**src/rtl/usps_pkg.sv**
```systemverilog
// Package: shared constants and types for the standalone port signal block.
// Assumes a 20 MHz pclk and an APB completer with 8 address bits.
package usps_pkg;
  localparam int ADDR_W = 8;
  localparam int DATA_W = 32;
  localparam logic [7:0] OFS_CTRL = 8'h00;
  localparam logic [7:0] OFS_STATUS = 8'h04;
  localparam logic [7:0] OFS_INT_STATUS = 8'h08;
  localparam logic [7:0] OFS_INT_CLEAR = 8'h0C;
  localparam logic [7:0] OFS_INT_ENABLE = 8'h10;
  localparam int CTRL_SINK_BIT = 0;
  localparam int CTRL_ENABLE_BIT = 1;
  localparam logic [1:0] CTRL_RESET = 2'h2;
  localparam logic [3:0] INT_ENABLE_RESET = 4'h0;
  localparam int EV_ATTACH = 0;
  localparam int EV_DETACH = 1;
  localparam int EV_SUPPLY_FAULT = 2;
  localparam int EV_POWER_ON = 3;
  localparam int NUM_EV = 4;
  localparam int CLK_FREQ_KHZ = 20000;
  localparam int RETRY_TIME_MS = 10;
  localparam int RETRY_CYCLES = RETRY_TIME_MS * CLK_FREQ_KHZ;
  localparam int RETRY_CNT_W = 18;
  localparam logic [1:0] CAP_WAIT = 2'h2;

  typedef enum logic [1:0] {
    USPS_IDLE = 2'h0,
    USPS_ATTACHED = 2'h1,
    USPS_POWERED = 2'h3,
    USPS_FAULT = 2'h2
  } usps_state_t;

  typedef enum logic [1:0] {
    USPS_CUR_USB2 = 2'h0,
    USPS_CUR_USB3 = 2'h1,
    USPS_CUR_1A5 = 2'h2,
    USPS_CUR_3A0 = 2'h3
  } usps_current_t;

  typedef struct packed {
    logic cc1_rd_det;
    logic cc2_rd_det;
    logic src_rp_det;
    logic cc1_above_cc2;
    logic vbus_source_permit;
    logic charge_current_sel1;
    logic charge_current_sel0;
    logic supply_fault_in_n;
    logic auto_recover_sel;
    logic fault_report_n_i;
  } usps_pins_t;

  localparam usps_pins_t PINS_IDLE = '{supply_fault_in_n: 1'b1, fault_report_n_i: 1'b1,
                                       default: 1'b0};
endpackage

```
**src/rtl/usps_port_ctrl.sv**
```systemverilog
// Standalone Type-C port signal logic with an APB register window.
// Assumes comparator levels and straps arrive asynchronously on pins.
//
// Local design decisions: the placing of the registers and the APB interface to the registers.
`timescale 1ns/1ps
`default_nettype none
module usps_port_ctrl #(
  parameter int unsigned RETRY_CYCLES = usps_pkg::RETRY_CYCLES
) (
  input wire logic pclk,
  input wire logic presetn,
  input wire logic [usps_pkg::ADDR_W-1:0] paddr,
  input wire logic psel,
  input wire logic penable,
  input wire logic pwrite,
  input wire logic [usps_pkg::DATA_W-1:0] pwdata,
  input wire logic [3:0] pstrb,
  output logic [usps_pkg::DATA_W-1:0] prdata,
  output logic pready,
  output logic pslverr,
  input wire logic cc1_rd_det,
  input wire logic cc2_rd_det,
  input wire logic src_rp_det,
  input wire logic cc1_above_cc2,
  input wire logic vbus_source_permit,
  input wire logic charge_current_sel0,
  input wire logic charge_current_sel1,
  input wire logic supply_fault_in_n,
  input wire logic auto_recover_sel,
  input wire logic fault_report_n_i,
  output logic fault_report_n_o,
  output logic fault_report_n_oe,
  output logic attach,
  output logic orientation,
  output logic port_power,
  output logic [1:0] adv_current,
  output logic irq_n
);
  localparam int NE = usps_pkg::NUM_EV;

  // Pin synchronisation
  usps_pkg::usps_pins_t pins_raw;
  usps_pkg::usps_pins_t s;
  assign pins_raw = '{cc1_rd_det, cc2_rd_det, src_rp_det, cc1_above_cc2,
                      vbus_source_permit, charge_current_sel1, charge_current_sel0,
                      supply_fault_in_n, auto_recover_sel, fault_report_n_i};

  // Idle levels seed the chain, no false fault after reset
  logic [$bits(usps_pkg::usps_pins_t)-1:0] sync_q;
  usps_sync #(.W($bits(usps_pkg::usps_pins_t))) u_sync (
    .clk(pclk),
    .rst_n(presetn),
    .d(pins_raw ^ usps_pkg::PINS_IDLE),
    .q(sync_q)
  );
  assign s = sync_q ^ usps_pkg::PINS_IDLE;

  // Registers
  logic [1:0] ctrl_q;
  logic [NE-1:0] int_status_q;
  logic [NE-1:0] int_status_d;
  logic [NE-1:0] int_enable_q;
  logic cap_done_q;
  logic [1:0] cap_wait_q;
  logic att_q;
  logic flt_q;
  usps_pkg::usps_state_t st_q;
  usps_pkg::usps_state_t st_d;

  // Mode and pin decode
  wire src_mode = ctrl_q[usps_pkg::CTRL_ENABLE_BIT] & ~ctrl_q[usps_pkg::CTRL_SINK_BIT];
  wire snk_mode = ctrl_q[usps_pkg::CTRL_ENABLE_BIT] & ctrl_q[usps_pkg::CTRL_SINK_BIT];
  wire att_src = s.cc1_rd_det | s.cc2_rd_det;
  wire att_now = src_mode ? att_src : (snk_mode & s.src_rp_det);
  wire orient_now = src_mode ? s.cc2_rd_det : ~s.cc1_above_cc2;
  wire flt = src_mode & ~s.supply_fault_in_n;
  wire permit = s.vbus_source_permit;
  wire retry_done;

  // APB decode
  wire apb_setup = psel & ~penable;
  wire apb_acc = psel & penable & pready;
  wire apb_wr = apb_acc & pwrite & pstrb[0];
  wire hit_ctrl = (paddr == usps_pkg::OFS_CTRL);
  wire hit_stat = (paddr == usps_pkg::OFS_STATUS);
  wire hit_ist = (paddr == usps_pkg::OFS_INT_STATUS);
  wire hit_iclr = (paddr == usps_pkg::OFS_INT_CLEAR);
  wire hit_ien = (paddr == usps_pkg::OFS_INT_ENABLE);
  wire hit_any = hit_ctrl | hit_stat | hit_ist | hit_iclr | hit_ien;
  wire bad_acc = ~hit_any | (pwrite & (hit_stat | hit_ist)) | (~pwrite & hit_iclr);
  wire [NE-1:0] int_clr = (apb_wr & hit_iclr) ? pwdata[NE-1:0] : '0;

  logic [usps_pkg::DATA_W-1:0] rd_mux;
  assign rd_mux =
    hit_ctrl ? {30'h0, ctrl_q} :
    hit_stat ? {22'h0, st_q, s.fault_report_n_i, adv_current, (st_q == usps_pkg::USPS_FAULT),
                flt, port_power, orientation, attach} :
    hit_ist ? {28'h0, int_status_q} :
    hit_ien ? {28'h0, int_enable_q} : 32'h0;

  // Interrupt events
  logic [NE-1:0] ev;
  assign ev[usps_pkg::EV_ATTACH] = att_now & ~att_q;
  assign ev[usps_pkg::EV_DETACH] = ~att_now & att_q;
  assign ev[usps_pkg::EV_SUPPLY_FAULT] = flt & ~flt_q;
  assign ev[usps_pkg::EV_POWER_ON] = (st_d == usps_pkg::USPS_POWERED) & ~port_power;
  // Set wins over a clear in the same cycle
  assign int_status_d = (int_status_q & ~int_clr) | ev;

  // Port state machine
  always_comb begin
    st_d = st_q;
    case (st_q)
      usps_pkg::USPS_IDLE: begin
        if (att_now & src_mode) begin
          st_d = usps_pkg::USPS_ATTACHED;
        end
      end
      usps_pkg::USPS_ATTACHED: begin
        if (!att_now) begin
          st_d = usps_pkg::USPS_IDLE;
        end else if (flt) begin
          st_d = usps_pkg::USPS_FAULT;
        end else if (permit) begin
          st_d = usps_pkg::USPS_POWERED;
        end
      end
      usps_pkg::USPS_POWERED: begin
        if (!att_now) begin
          st_d = usps_pkg::USPS_IDLE;
        end else if (flt) begin
          st_d = usps_pkg::USPS_FAULT;
        end else if (!permit) begin
          st_d = usps_pkg::USPS_ATTACHED;
        end
      end
      usps_pkg::USPS_FAULT: begin
        if (!att_now) begin
          st_d = usps_pkg::USPS_IDLE;
        end else if (s.auto_recover_sel & retry_done & ~flt) begin
          st_d = usps_pkg::USPS_ATTACHED;
        end
      end
      default: st_d = usps_pkg::USPS_IDLE;
    endcase
    if (!src_mode) begin
      st_d = usps_pkg::USPS_IDLE;
    end
  end

  wire fault_enter = (st_d == usps_pkg::USPS_FAULT) & (st_q != usps_pkg::USPS_FAULT);

  usps_timer #(.CW(usps_pkg::RETRY_CNT_W)) u_retry (
    .clk(pclk),
    .rst_n(presetn),
    .start(fault_enter),
    .count(usps_pkg::RETRY_CNT_W'(RETRY_CYCLES)),
    .done(retry_done)
  );

  // State and port outputs
  always_ff @(posedge pclk or negedge presetn) begin
    if (!presetn) begin
      st_q <= usps_pkg::USPS_IDLE;
      att_q <= 1'b0;
      flt_q <= 1'b0;
      attach <= 1'b0;
      orientation <= 1'b0;
      port_power <= 1'b0;
      fault_report_n_o <= 1'b0;
      fault_report_n_oe <= 1'b0;
    end else begin
      st_q <= st_d;
      att_q <= att_now;
      flt_q <= flt;
      attach <= att_now;
      orientation <= att_now & orient_now;
      port_power <= (st_d == usps_pkg::USPS_POWERED);
      fault_report_n_o <= 1'b0;
      fault_report_n_oe <= flt;
    end
  end

  // Charge current straps caught once the synchroniser holds them
  always_ff @(posedge pclk or negedge presetn) begin
    if (!presetn) begin
      cap_wait_q <= 2'h0;
      cap_done_q <= 1'b0;
      adv_current <= usps_pkg::USPS_CUR_USB2;
    end else if (!cap_done_q) begin
      cap_wait_q <= cap_wait_q + 2'h1;
      if (cap_wait_q == usps_pkg::CAP_WAIT) begin
        cap_done_q <= 1'b1;
        adv_current <= {s.charge_current_sel1, s.charge_current_sel0};
      end
    end
  end

  // Register file and interrupt output
  always_ff @(posedge pclk or negedge presetn) begin
    if (!presetn) begin
      ctrl_q <= usps_pkg::CTRL_RESET;
      int_enable_q <= usps_pkg::INT_ENABLE_RESET;
      int_status_q <= '0;
      irq_n <= 1'b1;
    end else begin
      if (apb_wr & hit_ctrl) begin
        ctrl_q <= pwdata[1:0];
      end
      if (apb_wr & hit_ien) begin
        int_enable_q <= pwdata[NE-1:0];
      end
      int_status_q <= int_status_d;
      irq_n <= ~|(int_status_q & int_enable_q);
    end
  end

  // APB completer, one wait state
  always_ff @(posedge pclk or negedge presetn) begin
    if (!presetn) begin
      pready <= 1'b0;
      pslverr <= 1'b0;
      prdata <= 32'h0;
    end else begin
      pready <= psel & penable & ~pready;
      pslverr <= psel & penable & ~pready & bad_acc;
      if (psel & penable & ~pready & ~pwrite) begin
        prdata <= rd_mux;
      end else if (apb_setup) begin
        prdata <= 32'h0;
      end
    end
  end
endmodule
`default_nettype wire

```
**src/rtl/usps_sync.sv**
```systemverilog
// Two-flop synchroniser for a bundle of pin levels.
// Assumes each bit is a slow level; no bus coherency is implied.
`timescale 1ns/1ps
`default_nettype none
module usps_sync #(
  parameter int W = 1
) (
  input wire logic clk,
  input wire logic rst_n,
  input wire logic [W-1:0] d,
  output logic [W-1:0] q
);
  logic [W-1:0] meta_q;

  always_ff @(posedge clk or negedge rst_n) begin
    if (!rst_n) begin
      meta_q <= '0;
      q <= '0;
    end else begin
      meta_q <= d;
      q <= meta_q;
    end
  end
endmodule
`default_nettype wire

```
**src/rtl/usps_timer.sv**
```systemverilog
// Down counter: a start pulse loads the count, done is high once it reaches zero.
// Assumes start is a one-cycle pulse from the same clock domain.
`timescale 1ns/1ps
`default_nettype none
module usps_timer #(
  parameter int CW = 18
) (
  input wire logic clk,
  input wire logic rst_n,
  input wire logic start,
  input wire logic [CW-1:0] count,
  output logic done
);
  logic [CW-1:0] cnt_q;
  logic run_q;

  always_ff @(posedge clk or negedge rst_n) begin
    if (!rst_n) begin
      cnt_q <= '0;
      run_q <= 1'b0;
      done <= 1'b0;
    end else if (start) begin
      cnt_q <= count;
      run_q <= 1'b1;
      done <= 1'b0;
    end else if (run_q) begin
      cnt_q <= cnt_q - CW'(1);
      run_q <= (cnt_q > CW'(1));
      done <= (cnt_q <= CW'(1));
    end
  end
endmodule
`default_nettype wire

```
**config.mk**
```make
export PLATFORM = sky130hd
export DESIGN_NAME = usps_port_ctrl
export DESIGN_NICKNAME = d
export VERILOG_FILES = /design/src/rtl/usps_pkg.sv /design/src/rtl/usps_port_ctrl.sv /design/src/rtl/usps_sync.sv /design/src/rtl/usps_timer.sv
export SDC_FILE = /design/constraint.sdc
export NUM_CORES = 1
export LEC_CHECK = 0
export ABC_CLOCK_PERIOD_IN_PS = 2300
export BUFFER_PORTS_ARGS = -buffer_cell sky130_fd_sc_hd__buf_2
export CELL_PAD_IN_SITES_DETAIL_PLACEMENT = 0
export CELL_PAD_IN_SITES_GLOBAL_PLACEMENT = 1
export CORE_MARGIN = 2
export CORE_UTILIZATION = 26
export CTS_CLUSTER_DIAMETER = 30
export DETAILED_ROUTE_END_ITERATION = 6
export GPL_TIMING_DRIVEN = 0
export PLACE_DENSITY_LB_ADDON = 0.1
export SLEW_MARGIN = 40
export SYNTH_ARGS = -nofsm -noshare
export SYNTH_HDL_FRONTEND = slang
export SYNTH_SLANG_ARGS = --single-unit
```
**constraint.sdc**
```tcl
create_clock -name pclk -period 2.3 [get_ports pclk]
set_input_delay 0.345 -clock pclk [delete_from_list [all_inputs] [get_ports pclk]]
set_output_delay 0.345 -clock pclk [all_outputs]
set_load 0.005 [all_outputs]
```
* After elaboration in Yosys (flattened, before gate mapping) *
Index checks and enable logic that the tools add are counted.

cells by class
  $add $sub $neg = 2
  $mul = 0
  divide/modulo/power cells = 0
  $lt $le $gt $ge = 2
  equal/unequal tests = 11
  shift-type cells = 0
  multiplexer cells = 28
  bitwise gates (word level) = 53
  reductions and logical operators = 7

operator list
  cell                   number
  $mux 32                2
  $mux 18                2
  $and 1x1->1            26
  $mux 10                2
  $mux 2                 10
  $gt 18x1->1 const B    1
  $le 18x1->1 const B    1
  $sub 18x1->18 const B  1
  $eq 8x4->1 const B     2
  $not 1->1              13
  $mux 4                 3
  $eq 2x2->1 const B     5
  $and 4x4->4            2
  $eq 8x3->1 const B     1
  $eq 8x5->1 const B     1
  $logic_not 8->1        1
  $mux 1                 8
  $or 1x1->1             8
  $pmux 2 s4             1
  $not 2->2              2
  $not 4->4              1
  $or 4x4->4             1
  $reduce_bool 2->1      2
  $reduce_or 4->1        1
  6 further kinds        6

storage, ports and cells
  flip-flop bits (word level) = 96
  latch bits = 0
  memory bits (writable) = 0
  memory bits (read-only) = 0
  output and inout bits = 42
  memories kept = 0

* Longest topological paths before layout *
Gate-level depths: netlist (run 1).

  word-level depth = 12
  mapped depth = 6

* By module *
From an unflattened synthesis (run 1), not the netlist that was laid out.

second synthesis, totals
  cells, all modules = 321
  area total of the unflattened synthesis = 3422.0 sq um

modules (own cells, without submodules)
  module          instances  cells each  area an instance (sq um)  sequential area each (sq um)
  usps_port_ctrl  1          178         1826.8                    853.3
  usps_timer      1          123         1094.8                    500.5
  usps_sync       1          20          500.5                     500.5

* Worst setup path after synthesis (run 1) *
Ideal clock, no wire load.

  path type = input-to-reg
  from = input port paddr[1] (netlist name)
  to = register int_enable_q[0]
  setup time = 125 ps
  arrival = 1696 ps
  required time = 2175 ps
  slack = 479 ps
  stages on the path = 5
  cell sequence = or4_1 -> nor3_1 -> and3_1 -> buf_2 -> mux2_2

between the ends
  longest elaborated chain between the ends = 2

ends and longest elaborated chain
  what                    line                   source
  start: declaration      usps_port_ctrl.sv:12   input wire logic [usps_pkg::ADDR_W-1:0] paddr,
  $eq 8x5->1              usps_port_ctrl.sv:88   wire hit_ien = (paddr == usps_pkg::OFS_INT_ENABLE);
  $and 1x1->1             usps_port_ctrl.sv:210  if (apb_wr & hit_ien) begin
  end signal: assignment  usps_port_ctrl.sv:203  int_enable_q <= usps_pkg::INT_ENABLE_RESET;
  end signal: assignment  usps_port_ctrl.sv:211  int_enable_q <= pwdata[NE-1:0];
  end: declaration        usps_port_ctrl.sv:62   logic [NE-1:0] int_enable_q;

No other way between the ends.
A chain may end at the register's enable or synchronous reset.

* Worst setup path after layout (run 1) *
  from = register ctrl_q[1]
  to = register u_retry.cnt_q[4]

between the ends
  longest elaborated chain between the ends = 11

ends and longest elaborated chain
  what                                          line                   source
  start: declaration                            usps_port_ctrl.sv:59   logic [1:0] ctrl_q;
  start signal: assignment                      usps_port_ctrl.sv:202  ctrl_q <= usps_pkg::CTRL_RESET;
  start signal: assignment                      usps_port_ctrl.sv:208  ctrl_q <= pwdata[1:0];
  $and 1x1->1                                   usps_port_ctrl.sv:71   wire src_mode = ctrl_q[usps_pkg::CTRL_ENABLE_BIT] & ~ctrl_q[usps_pkg::CTRL_SINK_BIT];
  $and 1x1->1                                   usps_port_ctrl.sv:76   wire flt = src_mode & ~s.supply_fault_in_n;
  $not 1->1                                     usps_port_ctrl.sv:140  end else if (s.auto_recover_sel & retry_done & ~flt) begin
  $and 1x1->1                                   usps_port_ctrl.sv:140
  $mux 2                                        usps_port_ctrl.sv:140
  $mux 2                                        usps_port_ctrl.sv:138  if (!att_now) begin
  $pmux 2 s4                                    usps_port_ctrl.sv:113  case (st_q)
  $mux 2 (*)                                    usps_port_ctrl.sv:146  if (!src_mode) begin
  $eq 2x2->1 (*)                                usps_port_ctrl.sv:151  wire fault_enter = (st_d == usps_pkg::USPS_FAULT) & (st_q != usps_pkg::USPS_FAULT);
  $and 1x1->1 (*)                               usps_port_ctrl.sv:151
  $mux 18 or $reduce_bool 2->1 (tied branches)  -
  end signal: assignment                        usps_timer.sv:23       cnt_q <= count;
  end signal: assignment                        usps_timer.sv:27       cnt_q <= cnt_q - CW'(1);
  end: declaration                              usps_timer.sv:14       logic [CW-1:0] cnt_q;

Every way passes the cells marked *; elsewhere a longest branch is shown, timed or not.

==> summary.txt, run 1 <==
Yosys
  – Cell taking the most area after synthesis: dfrtp_1
  – Flops & latches, synth: 74
  – Register area share after synthesis: 57.0%
  – Share of flip-flops with an asynchronous set or reset: 100%
  – Syn Area/Cell: 11.1 um^2
  – Number of enable flip-flop cells after synthesis: 0
  – Synth top area share: ~55%
  – Synth cell types: 51
  – Synth Area in Compound Gates: roughly 12%
  – Main flop type after synthesis: dfrtp_1
  – Multiplexer area fraction after synthesis: between 2 and 3%
  – Mapped Cells: between 200 and 300
  – Dominant cells by area after synthesis: dfrtp_1, buf_4, mux2_2
  – Combinational family with the most area after synthesis: simple AND/OR/NAND/NOR gates
  – Synth Area in Simple Gates: between 10% and 20%
  – Adder-Cell Fraction of Synth Area: 1.15%
  – Total number of yosys warnings: 0
  – Xor/xnor share of the synthesized area: approximately 2.4%
  – Synth Cell Area: about 3300 um^2

Setup path
  – Worst EP required: around 2.5 ns
  – Worst-path fanout max: 10
  – Reg-to-Reg Start: ctrl_q[1]
  – Crit. Startpoint: ctrl_q[1]
  – Crit Path Class: flip-flop to flip-flop
  – WP data arrival: 2.09 ns
  – Crit. End Element: flip-flop
  – Crit path launch type: flip-flop

Power
  – NetSw: ~0.00064 W
  – Power Dens Cells: 704 nW/um^2
  – Internal power: approximately 0.0023 W
  – Worst vdd ir: about 0.00024 V
  – Power share of the clock group: 49.1%
  – Gate power share: under 10%
  – Lkg Pwr: 2.01 nW
  – Flop pwr share: a little under half
  – Sw Ratio: 22.2%

Run status
  – Outcome: finished clean

Clock network
  – CTS tree: done
  – Clk pin slew, worst setup/hold paths: ~0.060 ns
  – Clock sink total: 74
  – Max Root-Sink Buffers: 2
  – Resize count post-CTS: 0
  – Cts bufs inserted: 9
  – Clock Latency Late Sink: 0.34 ns
  – Root buf cell: clkbuf_16
  – CTS H-tree lvls: 3

STA
  – Hold violation total from the final report: 0
  – Slew Limit Fails: 0
  – Max-Slew Margin vs Limit: between 50% and 60%
  – Skew final: about 0.011 ns
  – Final setup viols: 0
  – Max Fclk: between 500 and 600 MHz
  – Fin crit period: between 1.5 and 2 ns
  – Measured slew at the worst slew-check pin: 0.614 ns
  – Final cycle utilization of the critical path: slightly above 80%
  – Setup TNS: 0 ns
  – RSZ-0062 raised after global routing: false

Place
  – GP Congestion: 0.730
  – Port Buffer Count: 46
  – Post-detail-place hpwl: 5.07 mm

Floorplan
  – # rows: 40
  – Core region area: between 10000 and 15000 um^2
  – Initial Utilization: 26.9%
  – IO Count: 101
  – Chip width: approximately 120 um
  – Die Area: approximately 13000 um^2
  – Die Y: 116 um

Global routing
  – First-pass GRT wire length: between 10 and 15 mm
  – Initial antenna violation count: 0
  – Pin count of the biggest net entering global routing: 43
  – Overflow after GRT: 0
  – Gr usage total: 11.3%
  – Number of global-route vias before repair: between 2000 and 2500

Detailed routing
  – Wire length per cell: 12.8 um
  – Initial DRC count: 77
  – Vias post-DR: 2306
  – Post-route DRC: 0
  – Router iterations before antenna repair: 4
  – Routed Antenna Nets: 0
  – Post-DR vias/cell: around 4.2
  – Drt total wl: 6.99 mm

Hold path
  – Worst hold path type: primary input to flip-flop
  – Hold wc startpoint: charge_current_sel1

Job
  – Maxcap violations: 0

Final layout
  – Ant diodes: 0
  – Layout overhead on the synthesized area: 26.7%
  – Layout cells sized above 1: 28.3%
  – # nets final: ~440
  – Final core occ: 34.0%
==> repair_timing <==
item / in CTS / in global routing
buffers inserted: 0 / 0
hold buffers: 1 / 0
endpoints found under the hold margin: 41 / 0
==> layer usage <==
layer | track usage, % | up-vias | wire [um]
met4 | 5.48 | 0 | 102
met2 | 17.7 | 42 | 3360
met1 | 15.0 | 1098 | 3240
met3 | 2.46 | 9 | 276
met5 | 0 | - | 0
li1 | - | 1157 | -
==> cells by family (layout without fill, tap and decap cells) <==
logic type      after synthesis  after routing
compound gates               58             58
xor+xnor                      9              9
fa+ha+maj                     3              3
buf+inv                      47            111
flops                        74             74
mux                           8              8
other cells                   1             23
simple gates                 92             92
==> placed cells by master, fill, tap and decap left out, types with 4 or more instances in the layout <==
master and count:
o31ai_1 5, buf_2 47, xor2_1 6, clkbuf_1 7, nor2_1 16, a21oi_1 12, nor2b_1 4, conb_1 23
mux2_2 8, inv_1 15, or3_1 7, nand3_1 15, a22o_1 9, nand2_1 19, dfrtp_1 72, clkbuf_16 9
nor3_1 4, buf_4 23, o21ai_0 12
==> cell type report <==
| type | count | area (um^2) |
|---|---|---|
| Inverter | 15 | 56.3 |
| Buffer | 32 | 209 |
| Timing Repair Buffer | 48 | 267 |
| Sequential cell | 74 | 1850 |
| Clock inverter | 6 | 63.8 |
| Fill cell | 1291 | 7990 |
| Tap cell | 168 | 210 |
| Multi-Input combinational cell | 193 | 1220 |
| Clock buffer | 10 | 239 |
==> path summary, 6_finish.rpt <==
kind                               endpoint  slack (ns)  depth (start not counted)
min                        u_sync.meta_q[4]        0.12                          1
min reg2reg                     u_sync.q[3]        0.35                          0
max                        u_retry.cnt_q[4]        0.40                          4
min in group asynchronous  u_sync.meta_q[6]        0.50                          2
max reg2reg                u_retry.cnt_q[4]        0.40                          4
max in group asynchronous         ctrl_q[1]        1.23                          3
==> synthesized netlist by cell type (all sizes together) (3+ instances only) <==
| cell type | count |
|---|---|
| a21oi | 13 |
| a221oi | 3 |
| a22o | 9 |
| buf | 25 |
| clkbuf | 7 |
| dfrtp | 72 |
| ha | 3 |
| inv | 15 |
| mux2 | 8 |
| nand2 | 19 |
| nand2b | 3 |
| nand3 | 16 |
| nor2 | 16 |
| nor2b | 4 |
| nor3 | 4 |
| nor4 | 5 |
| o21ai | 12 |
| o31ai | 5 |
| or3 | 7 |
| or4 | 4 |
| xnor2 | 3 |
| xor2 | 6 |
==> power groups by stage <==
stage	combinational, W	sequential (W)	clock (W)
finish	0.000141	0.00134	0.00142
global route	0.000160	0.00134	0.00152
floorplan	0.0000670	0.00136	0
detailed placement	0.000142	0.00136	0
global placement	0.000137	0.00136	0
CTS	0.000144	0.00134	0.00147
==> flip-flops by register name (all words and copies together), names as in the netlist <==
name / count
u_sync.meta_q: 10
att_q: 1
u_retry.done: 1
ctrl_q: 2
adv_current: 2
irq_n: 1
u_sync.q: 10
port_power: 1
pslverr: 1
int_enable_q: 4
cap_wait_q: 2
orientation: 1
st_q: 2
u_retry.run_q: 1
cap_done_q: 1
int_status_q: 4
prdata: 10
pready: 1
u_retry.cnt_q: 18
flt_q: 1
==> worst max-delay path, stage by stage (launching register included) <==
cell,delay [ns]
dfstp_2,0.57
nor2b_1,0.22
o2111a_1,0.39
clkbuf_1,0.47
nor2_1,0.10
==> per-stage QoR <==
stage | instance area, um^2 | cells | total power, W | setup WS [ns] | hold WS [ns]
after floorplan | 3340 | 314 | 0.00142 | 0.479 | 0.0494
after global placement | 3780 | 528 | 0.00150 | 0.223 | 0.334
after detailed placement | 3810 | 529 | 0.00150 | 0.235 | 0.294
after CTS | 4120 | 546 | 0.00295 | 0.362 | 0.106
after global routing | 4120 | 546 | 0.00302 | 0.197 | 0.106
final | 4120 | 546 | 0.00290 | 0.404 | 0.119
Note: power is estimated with default switching activity, not from simulation.
==> run 2: changes to the inputs <==
--- a/config.mk
+++ b/config.mk
@@ -5,7 +5,8 @@
 export SDC_FILE = /design/constraint.sdc
 export NUM_CORES = 1
 export LEC_CHECK = 0
-export ABC_CLOCK_PERIOD_IN_PS = 2300
+export ABC_AREA = 1
+export ABC_CLOCK_PERIOD_IN_PS = 1650
 export BUFFER_PORTS_ARGS = -buffer_cell sky130_fd_sc_hd__buf_2
 export CELL_PAD_IN_SITES_DETAIL_PLACEMENT = 0
 export CELL_PAD_IN_SITES_GLOBAL_PLACEMENT = 1
==> constraint.sdc (replaced) <==
create_clock -name pclk -period 1.65 [get_ports pclk]
set_input_delay 0.2475 -clock pclk [delete_from_list [all_inputs] [get_ports pclk]]
set_output_delay 0.2475 -clock pclk [all_outputs]
set_load 0.005 [all_outputs]
==> run 2 against run 1 <==
Against the previous run:
- sequential share of layout area shrank 4.2 points
- synthesized cell count increased by 43%
- sequential power is 39% higher
- final area grew 10%
- fmax up 22%
- global-route usage is 1.5 points higher
- setup slack worse by 0.31 ns
- first-iteration DRC count increased by 61%
- highest routed layer unchanged
==> summary.txt, run 2 <==
Setup path
  – Crit. End Element: flip-flop
  – Worst EP required: 1.88 ns
  – Reg2reg setup slack: just under 0.1 ns
  – WP data arrival: approximately 1.8 ns
  – Reg-to-reg endpoint: u_retry.cnt_q[9]
  – Reg-to-Reg Start: ctrl_q[1]
  – Crit Path Class: flip-flop to flip-flop
  – Worst reg-to-reg path cell count: 8
  – Crit path launch type: flip-flop
  – Worst-path fanout max: 10

Place
  – Pre-CTS setup slack: -0.0567 ns
  – Port Buffer Count: 46
  – Post-detail-place hpwl: approximately 6.3 mm
  – GP Congestion: roughly 0.74

Run status
  – Outcome: finished clean

Clock network
  – CTS H-tree lvls: 3
  – Max Root-Sink Buffers: 2
  – CTS tree: done
  – Clk pin slew, worst setup/hold paths: 0.06 ns
  – Cts bufs inserted: 9
  – Root buf cell: clkbuf_16
  – Clock Latency Late Sink: roughly 0.34 ns
  – Clock sink total: between 70 and 80

Yosys
  – Synth cell types: 40
  – Flops & latches, synth: between 70 and 80
  – Total number of yosys warnings: 0
  – Syn Area/Cell: ~8.6 um^2
  – Most common cell in the netlist: nand2_1
  – Main flop type after synthesis: dfrtp_1
  – Share of flip-flops with an asynchronous set or reset: between 90% and 100%
  – Mapped Cells: approximately 420
  – Synth Cell Area: ~3600 um^2
  – Cell taking the most area after synthesis: dfrtp_1
  – Commonest cells in the netlist: nand2_1, dfrtp_1, inv_1, nor2_1, nand3_1
  – Dominant cells by area after synthesis: dfrtp_1, nand2_1, nand3_1
  – Number of enable flip-flop cells after synthesis: 0
  – Register area share after synthesis: between 50% and 60%
  – Synth top area share: roughly half

STA
  – RSZ-0062 raised after global routing: true
  – Hold violation total from the final report: 0
  – Max Fclk: ~640 MHz
  – Skew final: 0.00823 ns
  – Max-Slew Margin vs Limit: 60.9%
  – Hold slack: 0.0131 ns
  – Slew Limit Fails: 0
  – Final setup viols: 0
  – Setup ws final: about 0.097 ns
  – Fin crit period: 1.55 ns
  – Final cycle utilization of the critical path: about 94%
  – Measured slew at the worst slew-check pin: between 0.5 and 0.6 ns

Global routing
  – First-pass GRT wire length: approximately 15 mm
  – Gr usage total: approximately an eighth
  – Pin count of the biggest net entering global routing: 42
  – Number of global-route vias before repair: between 2000 and 3000
  – Overflow after GRT: 0
  – Initial antenna violation count: 0

Power
  – Gate power share: under 10%
  – Power share of the clock group: between 50% and 60%
  – Internal power: around 0.0032 W
  – NetSw: about 0.0009 W
  – Worst vdd ir: ~0.00044 V
  – Lkg Pwr: between 2 and 2.5 nW
  – Flop pwr share: a little under half
  – Power Dens Cells: approximately 900 nW/um^2
  – Sw Ratio: 21.7%

Detailed routing
  – Wire length per cell: 12.6 um
  – Router iterations before antenna repair: 5
  – Vias post-DR: a little under 3000
  – Routed Antenna Nets: 0
  – Drt total wl: just under 9 mm
  – Post-route DRC: 0
  – Post-DR vias/cell: about 4.2
  – Initial DRC count: around 120

Final layout
  – Fill cells: around 1500
  – Layout overhead on the synthesized area: 26.1%
  – Layout cells sized above 1: 25.1%
  – Most flops, register: u_retry.cnt_q
  – Most common cell after layout, fill and taps aside: nand2_1
  – Most frequent cells in the layout: nand2_1, dfrtp_1, inv_1, buf_2, nor2_1
  – Largest register FFs: 18
  – Ant diodes: 0
  – # nets final: about 570
  – Register Area: between 1500 and 2000 um^2
  – Area of the multi-input gates: between 1000 and 1500 um^2

Hold path
  – WHS Path Cells: 1
  – Hold wc startpoint: src_rp_det
  – Worst hold path type: primary input to flip-flop
  – WHS Endpoint: u_sync.meta_q[7]

Floorplan
  – Die Area: roughly 15000 um^2
  – Chip width: around 120 um
  – Die Y: ~120 um
  – Initial Utilization: 26.3%
  – Core region area: 13700 um^2
  – IO Count: slightly above 100
  – # rows: 43

Job
  – Maxcap violations: 0
[run 2: kinds of logic after synthesis]
group                    share of synthesized area, %
adder cells (fa/ha/maj)                          1.04
flip-flops                                       51.4
other                                           0.104
AND/OR/NAND/NOR                                  28.4
AO/OA/AOI/OAI                                    6.48
buffers and inverters                            10.8
XOR/XNOR                                         1.21
multiplexers                                    0.624
[run 2: stage by stage]
stage          utilization [%]  total power (W)  setup TNS (ns)  cells  cell area (um^2)
6_report                  33.2          0.00412               0    689              4550
5_1_grt                   33.2          0.00429         -0.0995    689              4550
4_1_cts                   33.0          0.00419               0    686              4520
3_5_place_dp              30.4          0.00209          -0.147    668              4170
3_3_place_gp              30.2          0.00208          -20.46    667              4150
2_1_floorplan                -          0.00198               0    441              3690
[run 2: per-layer routing]
layer  vias to the layer above  GRT usage [%]  share of wire [%]
met5                         -              0                  0
met4                         0           6.25                2.3
met3                        14           2.72                5.3
met2                        72           18.9                 42
met1                      1349           17.8                 51
li1                       1464              -                  -
[run 2: power groups by stage]
stage | combinational, W | clock, W | sequential, W
finish | 0.000197 | 0.00206 | 0.00186
global route | 0.000225 | 0.00221 | 0.00186
CTS | 0.000201 | 0.00213 | 0.00186
detailed placement | 0.000196 | 0 | 0.00189
global placement | 0.000188 | 0 | 0.00189
floorplan | 0.0000935 | 0 | 0.00189
[run 2: final cells by class]
cell class | count | area share [%]
multi-input combinational | 289 | 32.2
buffer | 28 | 4.54
inverter | 50 | 4.12
sequential | 74 | 40.7
tap | 180 | 4.95
timing repair buffer | 52 | 6.57
clock buffer | 12 | 5.85
clock inverter | 4 | 1.07
[run 2: worst max path at each step]
stage / start / to / slack (ns) / cells after the start
2_1_floorplan: u_retry.cnt_q[0] / u_retry.cnt_q[8] / 0.25 / 8
3_3_place_gp: presetn / u_retry.cnt_q[13] / -0.29 / 1
3_5_place_dp: u_retry.cnt_q[0] / u_retry.cnt_q[16] / -0.06 / 9
4_1_cts: ctrl_q[1] / u_retry.cnt_q[7] / 0.06 / 8
5_1_grt: u_retry.cnt_q[0] / u_retry.cnt_q[10] / -0.03 / 9
6_report: ctrl_q[1] / u_retry.cnt_q[9] / 0.1 / 8
[run 2: worst max-delay path, stage by stage (launching register included)]
cell	delay [ns]
dfstp_2	0.58
nand3_2	0.14
nand2_1	0.11
nand2_2	0.07
nand2_2	0.09
nand3_4	0.08
clkbuf_4	0.21
nand4_1	0.10
nand2_1	0.06
[run 2: repair_timing]
action | in CTS | in global routing
setup endpoints to repair | 4 | 15
endpoints found under the hold margin | 34 | 0
pin swaps | 1 | 1
setup buffers | 0 | 3
hold buffers | 2 | 0
resized for setup | 3 | 4
==> run 3: changes to the inputs <==
--- a/config.mk
+++ b/config.mk
@@ -8,6 +8,7 @@
 export ABC_AREA = 1
 export ABC_CLOCK_PERIOD_IN_PS = 1650
 export BUFFER_PORTS_ARGS = -buffer_cell sky130_fd_sc_hd__buf_2
+export CAP_MARGIN = 15
 export CELL_PAD_IN_SITES_DETAIL_PLACEMENT = 0
 export CELL_PAD_IN_SITES_GLOBAL_PLACEMENT = 1
 export CORE_MARGIN = 2
@@ -16,6 +17,7 @@
 export DETAILED_ROUTE_END_ITERATION = 6
 export GPL_TIMING_DRIVEN = 0
 export PLACE_DENSITY_LB_ADDON = 0.1
+export SETUP_SLACK_MARGIN = 0.3
 export SLEW_MARGIN = 40
 export SYNTH_ARGS = -nofsm -noshare
 export SYNTH_HDL_FRONTEND = slang
==> run 3 against run 2 <==
Against the previous run:
- first-iteration DRC count grew 39%
- clock skew shrank 0.0021 ns
- cell count grew 1.2%
- via count grew 0.10%
- die area unchanged
- hold slack gained 0.0053 ns
- critical path depth shrank 1
- sequential cell count did not move
- non-clock buffer count grew 8
- combinational power is 6% higher
==> summary.txt, run 3 (synthesis results as in run 2) <==
Detailed routing
  – Initial DRC count: approximately 170
  – Drt total wl: 8.54 mm
  – Vias post-DR: roughly 2900
  – Router iterations before antenna repair: 4
  – Post-DR vias/cell: 4.16
  – Routed Antenna Nets: 0
  – Wire length per cell: ~12 um
  – Post-route DRC: 0

Setup path
  – Crit path launch type: flip-flop
  – Peak per-stage delay on the critical path: ~0.59 ns
  – Top delay family on crit path: flip-flops
  – Crit Path Class: flip-flop to flip-flop
  – Critical-path cell list: buf_4 -> nand2_4 -> a21oi_4 -> nand3_4 -> buf_6 -> nand2_1 -> nor2_1
  – Critical-path top delay cell: dfstp_2
  – Reg2reg setup slack: about 0.15 ns
  – Worst-path fanout max: 10
  – Crit path buffers/inverters: 2
  – WP data arrival: 1.73 ns
  – Worst EP required: 1.88 ns
  – Crit. End Element: flip-flop

Final layout
  – Most common cell after layout, fill and taps aside: nand2_1
  – Fill cells: 1471
  – Largest register FFs: 18
  – Ant diodes: 0
  – Most frequent cells in the layout: nand2_1, dfrtp_1, buf_2
  – # nets final: between 500 and 600
  – Most flops, register: u_retry.cnt_q
  – Layout cells sized above 1: between 20 and 30%
  – Layout overhead on the synthesized area: 29.8%
  – Post-Layout Cell Count: 697

Clock network
  – Root buf cell: clkbuf_16
  – Cts bufs inserted: 9
  – Max Root-Sink Buffers: 2
  – Clock Latency Late Sink: ~0.34 ns
  – CTS tree: done
  – Clock sink total: 74
  – CTS H-tree lvls: 3
  – Clk pin slew, worst setup/hold paths: 0.06 ns

STA
  – Skew final: about 0.0061 ns
  – Fin crit period: 1.50 ns
  – Final setup viols: 0
  – Max Fclk: between 600 and 700 MHz
  – Final cycle utilization of the critical path: 90.9%
  – Slew Limit Fails: 0
  – Measured slew at the worst slew-check pin: 0.544 ns
  – RSZ-0062 raised after global routing: true
  – Hold violation total from the final report: 0
  – Setup ws final: roughly 0.15 ns
  – Max-Slew Margin vs Limit: between 60 and 70%

Global routing
  – First-pass GRT wire length: 14.4 mm
  – Pin count of the biggest net entering global routing: 46
  – Gr usage total: 12.5%
  – Overflow after GRT: 0
  – Number of global-route vias before repair: approximately 2900
  – Initial antenna violation count: 0

Floorplan
  – Die Area: 14800 um^2
  – Die Y: between 100 and 150 um
  – IO Count: 101
  – Initial Utilization: about a quarter
  – # rows: 43
  – Core region area: 13700 um^2
  – Chip width: between 100 and 150 um

Job
  – Maxcap violations: 0

Place
  – Post-detail-place hpwl: roughly 6.2 mm
  – Pre-CTS setup slack: roughly 0.016 ns
  – GP Congestion: 0.799
  – Placed insts: 668
  – Port Buffer Count: 46

Power
  – Lkg Pwr: about 2.5 nW
  – Worst vdd ir: between 0.0003 and 0.0004 V
  – Power Dens Cells: 846 nW/um^2

Run status
  – Outcome: finished clean

Hold path
  – Worst hold path type: primary input to flip-flop
run 3: changes by cell type in the layout (fill, tap and decap cells not counted), moves of 2 or more:
cell,change
clkinvlp_4,+2
nand2_1,-3
buf_6,+2
buf_4,+3
nand2_2,+2
nor2_1,-2
dlygate4sd3_1,+4
nand3_4,+2
nor2_4,+2
run 3: area by class of cell:
class | instances | area [um^2] | share of cell area (%)
Buffer | 28 | 215 | 4.59
Clock buffer | 12 | 267 | 5.69
Clock inverter | 4 | 25.0 | 0.534
Inverter | 50 | 190 | 4.06
Multi-Input combinational cell | 289 | 1530 | 32.7
Sequential cell | 74 | 1850 | 39.6
Tap cell | 180 | 225 | 4.81
Timing Repair Buffer | 60 | 377 | 8.04
run 3: per-stage QoR:
stage               total power [W]  area, um^2  setup TNS (ns)  hold WS, ns  util [%]
finish                      0.00396        4690               0       0.0185      34.2
CTS                         0.00406        4610               0     0.000673      33.6
global route                0.00415        4690               0      0.00316      34.2
detailed placement          0.00209        4190               0        0.155      30.5
global placement            0.00208        4150          -20.00        0.332      30.3
floorplan                   0.00198        3700               0      -0.0481         -
run 3: path summary, 6_finish.rpt:
check                            startpoint                to  cells past startpoint
setup reg to reg                  ctrl_q[1]      u_retry.done                      7
setup / recovery                  ctrl_q[1]      u_retry.done                      7
min in group asynchronous           presetn           pslverr                      2
max in group asynchronous           presetn         ctrl_q[1]                      3
hold reg to reg            u_sync.meta_q[6]       u_sync.q[6]                      0
hold / removal                   cc1_rd_det  u_sync.meta_q[9]                      1
run 3: where the power goes:
group          internal (W)  switching (W)
Clock               0.00114       0.000761
Sequential          0.00185      0.0000117
Combinational     0.0000934       0.000116
run 3: routing by layer:
metal | global-route usage, % | wire length, um | vias up
met2 | 18.4 | 3630 | 64
met1 | 17.2 | 4250 | 1334
met4 | 6.25 | 213 | 0
li1 | - | - | 1488
met3 | 3.09 | 439 | 16
met5 | 0 | 0 | -
run 3: timing repair:
| item | 4_1_cts | 5_1_grt |
|---|---|---|
| setup buffers | 2 | 5 |
| pin swaps | 2 | 7 |
| hold endpoints to repair | 34 | 0 |
| endpoints found under the setup margin | 24 | 27 |
| hold buffers | 6 | 0 |
| gates resized for setup | 13 | 13 |
run 3: worst register-to-register path, delay by kind of cell, from the launching register on:
family,cells,cell delay (ns)
AO/OA/AOI/OAI,1,0.17
buffers and inverters,2,0.31
flip-flops,1,0.59
AND/OR/NAND/NOR,4,0.33
